--- src/gated_timer_pkg.sv ---
// shared constants and carrier types of the gated 16-bit timer
package gated_timer_pkg;

   // register indices; byte address is four times the index
   localparam logic [11:0] IDX_CTRL = 12'h30E; // timer_control
   localparam logic [11:0] IDX_GCON = 12'h30F; // gate control
   localparam logic [11:0] IDX_GATE = 12'h310; // gate source select
   localparam logic [11:0] IDX_CLK  = 12'h311; // clock source select
   localparam logic [11:0] IDX_STAT = 12'h320; // flags and enables
   localparam logic [11:0] IDX_CNTL = 12'h321; // count low byte
   localparam logic [11:0] IDX_CNTH = 12'h322; // count high byte
   localparam logic [11:0] IDX_CCP  = 12'h323; // capture/compare word

   // clock source codes
   localparam logic [4:0] CS_PIN   = 5'h00; // external pin
   localparam logic [4:0] CS_FOSC4 = 5'h01; // system clock / 4
   localparam logic [4:0] CS_FOSC  = 5'h02; // system clock
   // gate source code of the already-synchronous comparator
   localparam logic [4:0] GSS_CMP  = 5'h12;

   localparam logic [1:0]  DIV4_LAST = 2'h3;    // last phase of /4
   localparam logic [15:0] MAX_COUNT = 16'hFFFF;
   localparam logic [4:0]  SEL_RST   = 5'h00;  // both select fields

   // timer_control layout, bit 5 down to bit 0
   typedef struct packed {
      logic [1:0] prescale_select;
      logic       unused;
      logic       external_clock_unaligned;
      logic       wide_access_enable;
      logic       on;
   } ctrl_type;

   // gate control layout, bit 7 down to bit 0
   typedef struct packed {
      logic       gate_count_enable;
      logic       gate_polarity;
      logic       gate_toggle_enable;
      logic       gate_one_pulse_enable;
      logic       gate_pulse_arm;
      logic       gate_level;
      logic [1:0] unused;
   } gcon_type;

   // flags and enables layout, bit 5 down to bit 0
   typedef struct packed {
      logic compare_mode;
      logic global_irq_enable;
      logic gate_event_irq_enable;
      logic overflow_irq_enable;
      logic gate_event_flag;
      logic overflow_flag;
   } stat_type;

   localparam ctrl_type CTRL_RST = '0;
   localparam gcon_type GCON_RST = '0;
   localparam stat_type STAT_RST = '0;

endpackage
--- src/gated_timer.sv ---
// gated 16-bit timer with AHB-Lite register slave
`timescale 1ns/1ps
`default_nettype none

module gated_timer
   import gated_timer_pkg::*;
#(
   parameter int NSRC = 8                  // synchronised gate sources
)
(
   input  wire logic            clk_i,
   input  wire logic            rstn_i,
   input  wire logic            ce_i,      // freezes all state when low, except the resets done by md_i
   input  wire logic            hsel_i,
   input  wire logic [31:0]     haddr_i,
   input  wire logic [1:0]      htrans_i,
   input  wire logic            hwrite_i,
   input  wire logic [2:0]      hsize_i,
   input  wire logic [31:0]     hwdata_i,
   input  wire logic            hready_i,
   output logic                 hreadyout_o,
   output logic                 hresp_o,
   output logic [31:0]          hrdata_o,
   input  wire logic [NSRC-1:0] gate_src_i, // asynchronous gate sources
   input  wire logic            gate_cmp_i, // comparator, already synchronous
   input  wire logic            ext_clk_i,  // external timer clock pin
   input  wire logic            sleep_i,    // device asleep
   input  wire logic            md_i,       // module_disable_bit
   input  wire logic            capture_i,  // capture event pulse
   input  wire logic            sev_i,      // special event trigger pulse
   output logic                 compare_event_o,
   output logic                 ovf_irq_o,
   output logic                 gate_irq_o,
   output logic                 wake_o
);

   // software-visible state
   ctrl_type    ctrl;                  // timer_control
   gcon_type    gcon;                  // gate control (level bit unused)
   stat_type    stat;                  // flags and enables
   logic [4:0]  gate_source_select;                   // gate_source_select
   logic [4:0]  cs;                    // clock source select
   logic [15:0] count_value;
   logic [15:0] capture_compare_value;
   logic [7:0]  hi_buf;                // high-byte buffer for wide mode

   // bus pipeline
   logic        wr_pend;               // write data phase pending
   logic        rd_pend;               // read data phase pending
   logic [11:0] dp_idx;                // index latched in address phase

   // synchronisers and edge state
   logic [NSRC-1:0] gsrc_meta;
   logic [NSRC-1:0] gsrc_sync;
   logic            ext_meta;
   logic            ext_sync;
   logic            ext_prev;
   logic            ext_rise_q;        // extra aligning stage
   logic [1:0]      div4;
   logic [2:0]      ps_cnt;
   logic            gp_prev;
   logic            tff;
   logic            g1_prev;
   logic            sp_open;           // single pulse window open
   logic            gate_level;
   logic            lvl_prev;
   logic            match_q;

   // address phase and write strobes
   logic wr_en;
   logic addr_ok;
   assign addr_ok = hsel_i & hready_i & htrans_i[1];
   assign wr_en   = wr_pend & ce_i;

   function automatic logic wr_at(input logic [11:0] idx);
      wr_at = wr_en & (dp_idx == idx);
   endfunction

   // bus pipeline: writes take no wait, reads one wait state
   always_ff @(posedge clk_i or negedge rstn_i)
   begin
      if (!rstn_i)
      begin
         wr_pend     <= 1'b0;
         rd_pend     <= 1'b0;
         dp_idx      <= '0;
         hreadyout_o <= 1'b1;
         hresp_o     <= 1'b0;
      end
      else if (ce_i)
      begin
         hresp_o <= 1'b0;              // always OKAY
         wr_pend <= addr_ok & hwrite_i;
         rd_pend <= addr_ok & ~hwrite_i;
         if (addr_ok)
            dp_idx <= haddr_i[13:2];   // upper address bits alias
         // wait state lets a write just before be visible to the read
         hreadyout_o <= ~(addr_ok & ~hwrite_i);
      end
   end

   // read data, built one cycle after the address phase
   logic [31:0] next_rdata;
   always_comb
   begin
      next_rdata = '0;                 // unmapped reads give zero
      case (dp_idx)
         IDX_CTRL: next_rdata[5:0] = ctrl;
         IDX_GCON: next_rdata[7:0] = {gcon[7:3], gate_level, 2'b00};
         IDX_GATE: next_rdata[4:0] = gate_source_select;
         IDX_CLK:  next_rdata[4:0] = cs;
         IDX_STAT: next_rdata[5:0] = stat;
         IDX_CNTL: next_rdata[7:0] = count_value[7:0];
         // wide mode serves the buffered high byte
         IDX_CNTH: next_rdata[7:0] = ctrl.wide_access_enable ? hi_buf
                                                           : count_value[15:8];
         IDX_CCP:  next_rdata[15:0] = capture_compare_value;
         default:  next_rdata = '0;
      endcase
   end

   always_ff @(posedge clk_i or negedge rstn_i)
   begin
      if (!rstn_i)
         hrdata_o <= '0;
      else if (ce_i && rd_pend)
         hrdata_o <= next_rdata;
   end

   // control registers; module disable holds them at reset values
   always_ff @(posedge clk_i or negedge rstn_i)
   begin
      if (!rstn_i)
      begin
         ctrl <= CTRL_RST;
         gate_source_select  <= SEL_RST;
         cs   <= SEL_RST;
      end
      else if (md_i)
      begin
         ctrl <= CTRL_RST;
         gate_source_select  <= SEL_RST;
         cs   <= SEL_RST;
      end
      else
      begin
         if (wr_at(IDX_CTRL))
         begin
            ctrl        <= ctrl_type'(hwdata_i[5:0]);
            ctrl.unused <= 1'b0;
         end
         if (wr_at(IDX_GATE))
            gate_source_select <= hwdata_i[4:0];
         if (wr_at(IDX_CLK))
            cs <= hwdata_i[4:0];
      end
   end

   // pin clock: two-stage sync, then optional aligning stage
   always_ff @(posedge clk_i or negedge rstn_i)
   begin
      if (!rstn_i)
      begin
         ext_meta   <= 1'b0;
         ext_sync   <= 1'b0;
         ext_prev   <= 1'b0;
         ext_rise_q <= 1'b0;
      end
      else if (ce_i)
      begin
         ext_meta   <= ext_clk_i;
         ext_sync   <= ext_meta;
         ext_prev   <= ext_sync;
         ext_rise_q <= ext_sync & ~ext_prev;
      end
   end

   // gate source synchronisers, one pair per source
   genvar gi;
   generate
      for (gi = 0; gi < NSRC; gi++)
      begin : g_sync
         always_ff @(posedge clk_i or negedge rstn_i)
         begin
            if (!rstn_i)
            begin
               gsrc_meta[gi] <= 1'b0;
               gsrc_sync[gi] <= 1'b0;
            end
            else if (ce_i)
            begin
               gsrc_meta[gi] <= gate_src_i[gi];
               gsrc_sync[gi] <= gsrc_meta[gi];
            end
         end
      end
   endgenerate

   // source clock tick; sleep keeps only the unaligned pin clock
   logic src_tick;
   logic ext_tick;
   logic awake_ok;
   assign ext_tick = ctrl.external_clock_unaligned ? (ext_sync & ~ext_prev)
                                                   : ext_rise_q;
   assign awake_ok = ~sleep_i | (cs == CS_PIN && ctrl.external_clock_unaligned);
   always_comb
   begin
      case (cs)
         CS_FOSC:  src_tick = 1'b1;
         CS_FOSC4: src_tick = (div4 == DIV4_LAST);
         CS_PIN:   src_tick = ext_tick;
         default:  src_tick = 1'b0;    // other sources not wired here
      endcase
      src_tick = src_tick & awake_ok & ~md_i;
   end

   // quarter-rate divider runs freely
   always_ff @(posedge clk_i or negedge rstn_i)
   begin
      if (!rstn_i)
         div4 <= '0;
      else if (ce_i)
         div4 <= div4 + 2'h1;
   end

   // count writes: high byte in wide mode only loads the buffer
   logic cnt_wr;
   logic ps_clr;
   logic [15:0] next_wr_val;
   // spelled out: a function that reads module state never wakes a continuous assignment
   assign cnt_wr = wr_en & ((dp_idx == IDX_CNTL)
                            | ((dp_idx == IDX_CNTH) & ~ctrl.wide_access_enable));
   assign ps_clr = cnt_wr;             // the same writes clear the prescaler
   always_comb
   begin
      next_wr_val = count_value;       // only used while cnt_wr is high
      if (dp_idx == IDX_CNTL)
         next_wr_val = ctrl.wide_access_enable ? {hi_buf, hwdata_i[7:0]}
                                               : {count_value[15:8], hwdata_i[7:0]};
      else if (dp_idx == IDX_CNTH)
         next_wr_val = {hwdata_i[7:0], count_value[7:0]};
   end

   // prescaler: tick when the low bits selected by the code are all one
   logic [2:0] ps_mask;
   logic       ps_tick;
   assign ps_mask = 3'(( 4'h1 << ctrl.prescale_select) - 4'h1);
   assign ps_tick = src_tick & ((ps_cnt & ps_mask) == ps_mask);
   always_ff @(posedge clk_i or negedge rstn_i)
   begin
      if (!rstn_i)
         ps_cnt <= '0;
      else if (md_i || (ce_i && ps_clr))
         ps_cnt <= '0;
      else if (ce_i && src_tick)
         ps_cnt <= ps_cnt + 3'h1;
   end

   // gate path: select, polarity, toggle, single pulse
   logic gsel;
   logic gp_now;
   logic g1;
   logic g1_rise;
   logic g1_fall;
   logic next_open;
   always_comb
   begin
      if (gate_source_select == GSS_CMP)
         gsel = gate_cmp_i;            // already on this clock
      else if (32'(gate_source_select) < NSRC)
         gsel = gsrc_sync[gate_source_select[$clog2(NSRC)-1:0]];
      else
         gsel = 1'b0;
   end
   assign gp_now  = gcon.gate_polarity ? gsel : ~gsel;
   assign g1      = gcon.gate_toggle_enable ? tff : gp_now;
   assign g1_rise = g1 & ~g1_prev;
   assign g1_fall = ~g1 & g1_prev;
   always_comb
   begin
      next_open = sp_open;
      if (!gcon.gate_one_pulse_enable)
         next_open = 1'b0;
      else if (g1_rise && gcon.gate_pulse_arm)
         next_open = 1'b1;
      else if (g1_fall)
         next_open = 1'b0;
   end

   // edge history, toggle flip-flop and gate level
   always_ff @(posedge clk_i or negedge rstn_i)
   begin
      if (!rstn_i)
      begin
         gp_prev    <= 1'b0;
         tff        <= 1'b0;
         g1_prev    <= 1'b0;
         sp_open    <= 1'b0;
         gate_level <= 1'b0;
         lvl_prev   <= 1'b0;
      end
      else if (md_i)
      begin
         gp_prev    <= 1'b0;
         tff        <= 1'b0;
         g1_prev    <= 1'b0;
         sp_open    <= 1'b0;
         gate_level <= 1'b0;
         lvl_prev   <= 1'b0;
      end
      else if (ce_i)
      begin
         gp_prev <= gp_now;
         if (!gcon.gate_toggle_enable)
            tff <= 1'b0;
         else if (gp_now && !gp_prev)
            tff <= ~tff;
         g1_prev    <= g1;
         sp_open    <= next_open;
         gate_level <= gcon.gate_one_pulse_enable ? (g1 & next_open) : g1;
         lvl_prev   <= gate_level;
      end
   end

   // gate control bits; hardware clears the arm bit
   always_ff @(posedge clk_i or negedge rstn_i)
   begin
      if (!rstn_i)
         gcon <= GCON_RST;
      else if (md_i)
         gcon <= GCON_RST;
      else if (ce_i)
      begin
         if (wr_at(IDX_GCON))
         begin
            gcon            <= gcon_type'(hwdata_i[7:0]);
            gcon.gate_level <= 1'b0;
            gcon.unused     <= 2'b00;
         end
         else if (sp_open && g1_fall)
            gcon.gate_pulse_arm <= 1'b0;
         if (!gcon.gate_one_pulse_enable || (wr_at(IDX_GCON) && !hwdata_i[4]))
            gcon.gate_pulse_arm <= 1'b0;
      end
   end

   // counter: write beats trigger, trigger beats increment
   logic count_en;
   logic inc;
   logic ovf_evt;
   assign count_en = ctrl.on & (~gcon.gate_count_enable | gate_level);
   assign inc      = ps_tick & count_en;
   assign ovf_evt  = ce_i & inc & ~cnt_wr & ~sev_i & (count_value == MAX_COUNT);
   always_ff @(posedge clk_i or negedge rstn_i)
   begin
      if (!rstn_i)
         count_value <= '0;
      else if (md_i)
         count_value <= '0;
      else if (ce_i)
      begin
         if (cnt_wr)
            count_value <= next_wr_val;
         else if (sev_i)
            count_value <= '0;
         else if (inc)
            count_value <= count_value + 16'h1;
      end
   end

   // high-byte buffer for wide access
   always_ff @(posedge clk_i or negedge rstn_i)
   begin
      if (!rstn_i)
         hi_buf <= '0;
      else if (md_i)
         hi_buf <= '0;
      else if (ce_i)
      begin
         if (rd_pend && dp_idx == IDX_CNTL)
            hi_buf <= count_value[15:8];
         else if (wr_at(IDX_CNTH))
            hi_buf <= hwdata_i[7:0];
      end
   end

   // flags: hardware set wins over a software clear
   always_ff @(posedge clk_i or negedge rstn_i)
   begin
      if (!rstn_i)
         stat <= STAT_RST;
      else if (md_i)
         stat <= STAT_RST;
      else if (ce_i)
      begin
         if (wr_at(IDX_STAT))
            stat <= stat_type'(hwdata_i[5:0]);
         if (ovf_evt)
            stat.overflow_flag <= 1'b1;
         if (lvl_prev && !gate_level)
            stat.gate_event_flag <= 1'b1;
      end
   end

   // capture and compare
   always_ff @(posedge clk_i or negedge rstn_i)
   begin
      if (!rstn_i)
      begin
         capture_compare_value <= '0;
         match_q               <= 1'b0;
         compare_event_o       <= 1'b0;
      end
      else if (md_i)
      begin
         capture_compare_value <= '0;
         match_q               <= 1'b0;
         compare_event_o       <= 1'b0;
      end
      else if (ce_i)
      begin
         if (capture_i && !stat.compare_mode)
            capture_compare_value <= count_value;
         else if (wr_at(IDX_CCP))
            capture_compare_value <= hwdata_i[15:0];
         match_q <= (count_value == capture_compare_value);
         compare_event_o <= stat.compare_mode & ~match_q
                            & (count_value == capture_compare_value);
      end
   end

   // interrupt requests and wake, registered
   always_ff @(posedge clk_i or negedge rstn_i)
   begin
      if (!rstn_i)
      begin
         ovf_irq_o  <= 1'b0;
         gate_irq_o <= 1'b0;
         wake_o     <= 1'b0;
      end
      else if (ce_i)
      begin
         ovf_irq_o  <= ctrl.on & stat.overflow_irq_enable
                       & stat.global_irq_enable & stat.overflow_flag;
         gate_irq_o <= stat.gate_event_irq_enable & stat.gate_event_flag;
         wake_o     <= sleep_i & ctrl.on & stat.overflow_irq_enable
                       & stat.overflow_flag;
      end
   end
endmodule

`default_nettype wire

--- config.mk ---
export PLATFORM = sky130hd
export DESIGN_NAME = gated_timer
export DESIGN_NICKNAME = d
export VERILOG_FILES = /design/src/gated_timer_pkg.sv /design/src/gated_timer.sv
export SDC_FILE = /design/constraint.sdc
export NUM_CORES = 1
export LEC_CHECK = 0
export BUFFER_PORTS_ARGS = -buffer_cell sky130_fd_sc_hd__buf_2
export CORE_ASPECT_RATIO = 1.5
export CORE_MARGIN = 8
export CORE_UTILIZATION = 55
export CTS_CLUSTER_SIZE = 25
export DETAILED_ROUTE_END_ITERATION = 10
export MAX_ROUTING_LAYER = met4
export PLACE_DENSITY = 0.78
export SLEW_MARGIN = 20
export SYNTH_ARGS = -nofsm -noshare
export SYNTH_HDL_FRONTEND = slang
export SYNTH_SLANG_ARGS = --single-unit
--- constraint.sdc ---
create_clock -name clk_i -period 3.2 [get_ports clk_i]
set_input_delay 0.48 -clock clk_i [delete_from_list [all_inputs] [get_ports clk_i]]
set_output_delay 0.48 -clock clk_i [all_outputs]
set_load 0.005 [all_outputs]
* After elaboration in Yosys (flattened, before gate mapping)
Index checks and enable logic that the tools add are counted.
Storage, ports and cells: RAM bits 0, bits of input ports 89, register bits 134, memories kept 0, word-level logic and storage cells 254, latch bits 0, ROM bits 0
Cells by class: bitwise gates (word level) 54, divide/modulo/power cells 0, reduce and logical (&&, ||, !) cells 43, $mul 0, magnitude comparators 2, mux-type cells 71, shift-type cells 1, eq/ne operators 19, add/subtract/negate cells 4
Operators with widths (count):
- $mux 16 | 12
- $eq 12x10->1 const B | 8
- $mux 8 | 8
- $pmux 5 s8 | 1
- $and 1x1->1 | 36
- $mux 1 | 33
- $mux 6 | 5
- $mux 5 | 4
- $reduce_and 2->1 | 9
- $add 16x1->16 const B | 1
- $eq 16x16->1 | 1
- $eq 16x16->1 const B | 1
- $not 1->1 | 14
- $reduce_bool 2->1 | 7
- $reduce_bool 3->1 | 4
- $logic_and 1x1->1 | 11
- $mux 3 | 3
- $pmux 2 s4 | 1
- $reduce_bool 4->1 | 2
- $ne 3x2->1 const B | 2
- $pmux 1 s6 | 1
- $eq 5x1->1 const B | 1
- $eq 5x2->1 const B | 1
- $eq 5x5->1 const B | 1
- 20 further kinds | 27

* Depth between registers and ports, before layout
depth after elaboration 16, depth in mapped cells 8, gate-level depth less buffers 7

* Worst setup path after synthesis
Ideal clock, no wire load.
path kind reg2reg, from register dp_idx[4], to register hi_buf[4], path slack 870 ps, arrival 2234 ps, cell stages (with the launch flop) 7, path buffers 1, cell sequence dfrtp_1 > or4b_4 > nor4_1 > buf_2 > nand2_1 > mux2i_1 > o31ai_1
On the way: cells in the longest elaborated chain, start to end 5, elaborated cells on any way between the ends 9, classes of those cells eq/ne: 2; mux: 3; bitwise: 1; reduce/logical: 3
RTL lines:
- start, declared | line gated_timer.sv:50 | logic [11:0] dp_idx;
- start signal, assigned | line gated_timer.sv:96 | dp_idx <= haddr_i[13:2];
- $eq 12x10->1 | line gated_timer.sv:380 | if (rd_pend && dp_idx == IDX_CNTL)
- $logic_and 1x1->1 | line gated_timer.sv:380
- $mux 8 | line gated_timer.sv:380
- $mux 8 | line gated_timer.sv:378 | else if (ce_i)
- $mux 8 | line gated_timer.sv:376 | else if (md_i)
- end signal, assigned | line gated_timer.sv:381 | hi_buf <= count_value[15:8];
- end signal, assigned | line gated_timer.sv:383 | hi_buf <= hwdata_i[7:0];
- end, declared | line gated_timer.sv:45 | logic [7:0] hi_buf;
Several ways; a longest one is shown, not always the timed one. The select of a mux whose other input is x is not followed. A chain may end at the register's enable or synchronous reset.

* Worst setup path in the final report
from register dp_idx[4], to register count_value[9]
On the way: cells in the longest elaborated chain, start to end 7, elaborated cells on any way between the ends 13, classes of those cells eq/ne: 4; mux: 4; bitwise: 3; reduce/logical: 2
RTL lines:
- $eq 12x10->1 | line gated_timer.sv:232, gated_timer.sv:240
- $and 1x1->1 | line gated_timer.sv:232 | | ((dp_idx == IDX_CNTH) & ~ctrl.wide_access_enable));
- $or 1x1->1 | line gated_timer.sv:232
- $and 1x1->1 | line gated_timer.sv:231 | assign cnt_wr = wr_en & ((dp_idx == IDX_CNTL)
- $mux 16 | line gated_timer.sv:362 | if (cnt_wr)
- $mux 16 | line gated_timer.sv:360 | else if (ce_i)
- $mux 16 | line gated_timer.sv:358 | else if (md_i)
- end signal, assigned | line gated_timer.sv:363 | count_value <= next_wr_val;
- end signal, assigned | line gated_timer.sv:367 | count_value <= count_value + 16'h1;
- end, declared | line gated_timer.sv:43 | logic [15:0] count_value;
Several ways; a longest one is shown, not always the timed one. The select of a mux whose other input is x is not followed.

==> results <==
- The final critical-path share of the clock period is 0.828.
- In this design, the critical path's most frequently occurring cell is sky130_fd_sc_hd__mux2i_1.
- Setup repair after global routing left no endpoint under its margin.
- The layout filler cell count is 1102.
- In this design, the largest share of critical-path delay is due to simple AND/OR/NAND/NOR gates.
- The element type at the critical path end is a flip-flop.
- After synthesis, the share of flip-flops with an asynchronous set or reset is 1.00.
- The critical path is of the flip-flop to flip-flop type.
- By area the synthesized netlist is led by sky130_fd_sc_hd__dfrtp_1 44%, sky130_fd_sc_hd__mux2i_1 8.5%, sky130_fd_sc_hd__mux2_2 7.6%, sky130_fd_sc_hd__nand2_1 4.9%, sky130_fd_sc_hd__nor2_1 2.9%.
- Counting flops with a built-in enable in the synthesized netlist gives 0.
- In this run the remaining antenna-violating nets after routing total 0.
- The register bit count reported by yosys is around 130.
- The finished layout holds between 1000 and 1500 standard cells, fillers aside.
- The layout-stage area growth over the synthesis result is 13.3%.
- The final total negative setup slack is 0 ps.
- At the end of routability-driven placement, the weighted congestion stood at 1.00.
- The number of vias after detailed routing is 6285.
- The run finished with clean final reports.
- In the synthesized netlist, the cells that appear most often are 132 x sky130_fd_sc_hd__dfrtp_1, 98 x sky130_fd_sc_hd__nand2_1, 64 x sky130_fd_sc_hd__mux2i_1.
- The detailed placement HPWL is about 16 mm.
- For this configuration, the core starts out at a cell density of 0.561.
- The TritonCTS clock tree is built.
- The final setup skew is approximately 6.4 ps.
- Input and output buffers added on the ports amount to 69.
- The diode insertion count for antenna repair is 0.
- The number of antenna violations at the first check in global routing is 0.
- The leakage power is 0.00381 uW.
- The first global-routing pass estimated 35.7 mm of wire.
- The post-cts repair resize count is 0.
- The post-detailed-route wirelength per cell is 22.0 um.
- Dividing total power by cell area gives a power density of slightly above 500 nW/um2.
- The transition at the pin with the smallest max-transition slack is around 1000 ps.
- By instance count, the leading cell after synthesis is sky130_fd_sc_hd__dfrtp_1.
- The clock passes through at most 2 buffers.
- The remaining design rule violation count is 0.
- The number of hold violations in the final report is 0.
- The fraction of layout instances using a drive strength above 1 is 0.227.
- The tightest min-delay check is of the input port to async pin type.
- The area share of the largest cell type after synthesis is 0.437.
- The highest-delay cell along the critical path is sky130_fd_sc_hd__or4b_4.
- The total of hold buffers inserted after clock tree synthesis is 0.
- The remaining global-route overflow is 0.
- The number of iterations in the first detailed-routing pass is 7.
- The shortest period the worst path allows is between 2000 and 3000 ps.
- Entering global routing, the biggest net connects 69 pins.
- Traced cell by cell, the critical path runs through or4b_4, nor4_2, buf_4, and2_1, mux2i_1, mux2i_1, o21ai_0.
- Along the worst path, the maximum fanout reaches 12.
- The delay of the slowest critical-path stage is ~670 ps.
- The cell area reported after detailed placement is about 8000 um2.
- Together, buffers and inverters on the worst path number 1.
- IR analysis of the VDD net gives a maximum drop of about 0.4 mV.
- The floorplan has 52 rows.
- The maximum clock frequency is ~380 MHz.
- The floorplan step defined a die boundary enclosing roughly 18000 um2.
- The via density per instance is between 6 and 7.
- The number of clock buffers inserted by TritonCTS is 17.
- The clock insertion delay at the later pin of the skew report is between 400 and 500 ps.
- For this run, the register share of the synthesized area comes to 0.440.
- The detailed router finished its first iteration with 426 violations.
- The number of different library cells used by synthesis comes to 76.
- Measured along the x axis, the die boundary spans around 110 um.
- The count of nets after finishing is approximately 900.
- The TritonCTS sink count is 133.
- Dividing the synthesized area by the synthesized cell count gives 9.70 um2.
- The max-slew violation count is 0.
- The tool flagged a number of max-cap violations equal to 0.
- The cell taking the most area after synthesis is sky130_fd_sc_hd__dfrtp_1.
- Across every metal layer, demand over resource in global routing totals 0.264.
- The chip height is 160 um.
- Once layout is done, the placed cells without fillers occupy ~8600 um2.
- For this run, the leading register cell type out of synthesis is sky130_fd_sc_hd__dfrtp_1.
- The number of instances in the synthesized netlist is between 700 and 800.
- The placeable core area is ~13000 um2.
- Summing every instance area after synthesis gives 7560 um2.
- In this run the count of I/O pins placed on the die edge is between 100 and 150.
- The H-tree was split into 4 levels.
- The tree is rooted in a sky130_fd_sc_hd__clkbuf_16.
- Setup violations remaining at the end of the flow were counted as 0.
- Once the clock tree was built, the setup fixing pass inserted 0 buffers.
- The total detailed-routing wirelength is between 20 and 25 mm.
- Headroom to the max-slew limit came out at 0.311.
- The number of cells in the design after placement is roughly 970.
- For this run, the number of Yosys warnings is 0.
- The arrival time of the worst setup path is between 2000 and 3000 ps.
- The via count of the first global-routing pass is ~6600.
- The worst setup path is launched from a flip-flop.
- STA puts the critical path data required time at approximately 3500 ps.
- Clock-pin slew was measured on the worst setup and hold paths at 60 ps.
final cells by class:
type / instances / area [um2] / area share
sequential: 133 / 3330 / 0.389
multi-input combinational: 571 / 3870 / 0.452
tap: 162 / 203 / 0.0237
timing repair buffer: 90 / 522 / 0.0609
inverter: 15 / 56.3 / 0.00658
clock buffer: 20 / 447 / 0.0522
clock inverter: 12 / 130 / 0.0152
flip-flops by register name, summed over array words and instances (netlist names), 2 cells and up:
| register | cells |
|---|---|
| div4 | 2 |
| gate_source_select | 5 |
| hi_buf | 8 |
| gsrc_meta | 8 |
| count_value | 16 |
| hrdata_o | 16 |
| gcon | 5 |
| cs | 5 |
| gsrc_sync | 8 |
| ctrl | 5 |
| capture_compare_value | 16 |
| dp_idx | 12 |
| stat | 6 |
| ps_cnt | 3 |
kinds of logic (layout without fill, tap and decap cells):
kind of cell,Yosys count,count (layout),share of synthesized area
AO/OA/AOI/OAI,153,153,0.134
XOR/XNOR,22,22,0.0255
adder cells (fa/ha/maj),3,3,0.00497
multiplexers,117,117,0.167
AND/OR/NAND/NOR,259,259,0.171
buffers and inverters,91,137,0.0563
other,1,17,0.000496
flip-flops,133,133,0.440
cell usage in the layout, fill, tap and decap left out, drive strengths merged, types with 4 or more instances in the layout:
cell / netlist / layout
dfrtp: 132 / 132
nand2: 98 / 98
buf: 32 / 90
mux2i: 64 / 64
nor2: 59 / 59
mux2: 51 / 51
a21oi: 41 / 41
o21ai: 34 / 34
clkbuf: 44 / 20
nand3: 19 / 19
conb: 1 / 17
xor2: 15 / 15
nand2b: 14 / 14
inv: 13 / 14
nor4: 13 / 13
nor3: 12 / 12
a211oi: 10 / 10
nand4: 9 / 9
o31ai: 9 / 9
clkinv: 2 / 9
xnor2: 7 / 7
o22ai: 6 / 6
a21o: 5 / 5
a22oi: 5 / 5
o2bb2ai: 5 / 5
nor2b: 4 / 4
or4: 4 / 4
a221oi: 4 / 4
layer usage:
| layer | vias to the layer above | track usage | share of wire | routed length, um |
|---|---|---|---|---|
| li1 | 2849 | - | - | - |
| met1 | 3077 | 0.273 | 0.37 | 8230 |
| met2 | 263 | 0.438 | 0.50 | 11000 |
| met3 | 96 | 0.0509 | 0.055 | 1210 |
| met4 | 0 | 0.196 | 0.072 | 1580 |
| met5 | - | - | 0 | 0 |
worst paths after layout:
path                       slack [ps]  cells after the start                           to                    start
setup / recovery                  550                      7   count_value[9]$_DFFE_PN0P_    dp_idx[4]$_DFFE_PN0P_
hold / removal                     40                      1  count_value[13]$_DFFE_PN0P_                   rstn_i
max in group asynchronous        2350                      2      hreadyout_o$_DFFE_PN1P_                   rstn_i
hold reg to reg                   470                      2      hrdata_o[7]$_DFFE_PN0P_  hrdata_o[7]$_DFFE_PN0P_
min in group clk_i                270                      2          rd_pend$_DFFE_PN0P_                 hwrite_i
setup reg to reg                  550                      7   count_value[9]$_DFFE_PN0P_    dp_idx[4]$_DFFE_PN0P_
where the power goes:
part	internal, uW	leakage, uW	switching (uW)
combinational	220	0.00177	299
sequential	1790	0.00176	105
clock	1170	0.000280	750
metrics by stage:
| step | util | total power, uW | worst slack, ps | hold WS, ps |
|---|---|---|---|---|
| after floorplan | - | 2260 | 870 | 184 |
| after global placement | 0.593 | 2410 | 564 | 457 |
| after detailed placement | 0.593 | 2440 | 517 | 465 |
| after CTS | 0.635 | 4350 | 522 | 84.1 |
| after global routing | 0.636 | 4480 | 356 | 108 |
| final | 0.636 | 4330 | 550 | 43.4 |
(Power assumes the default switching activity.)
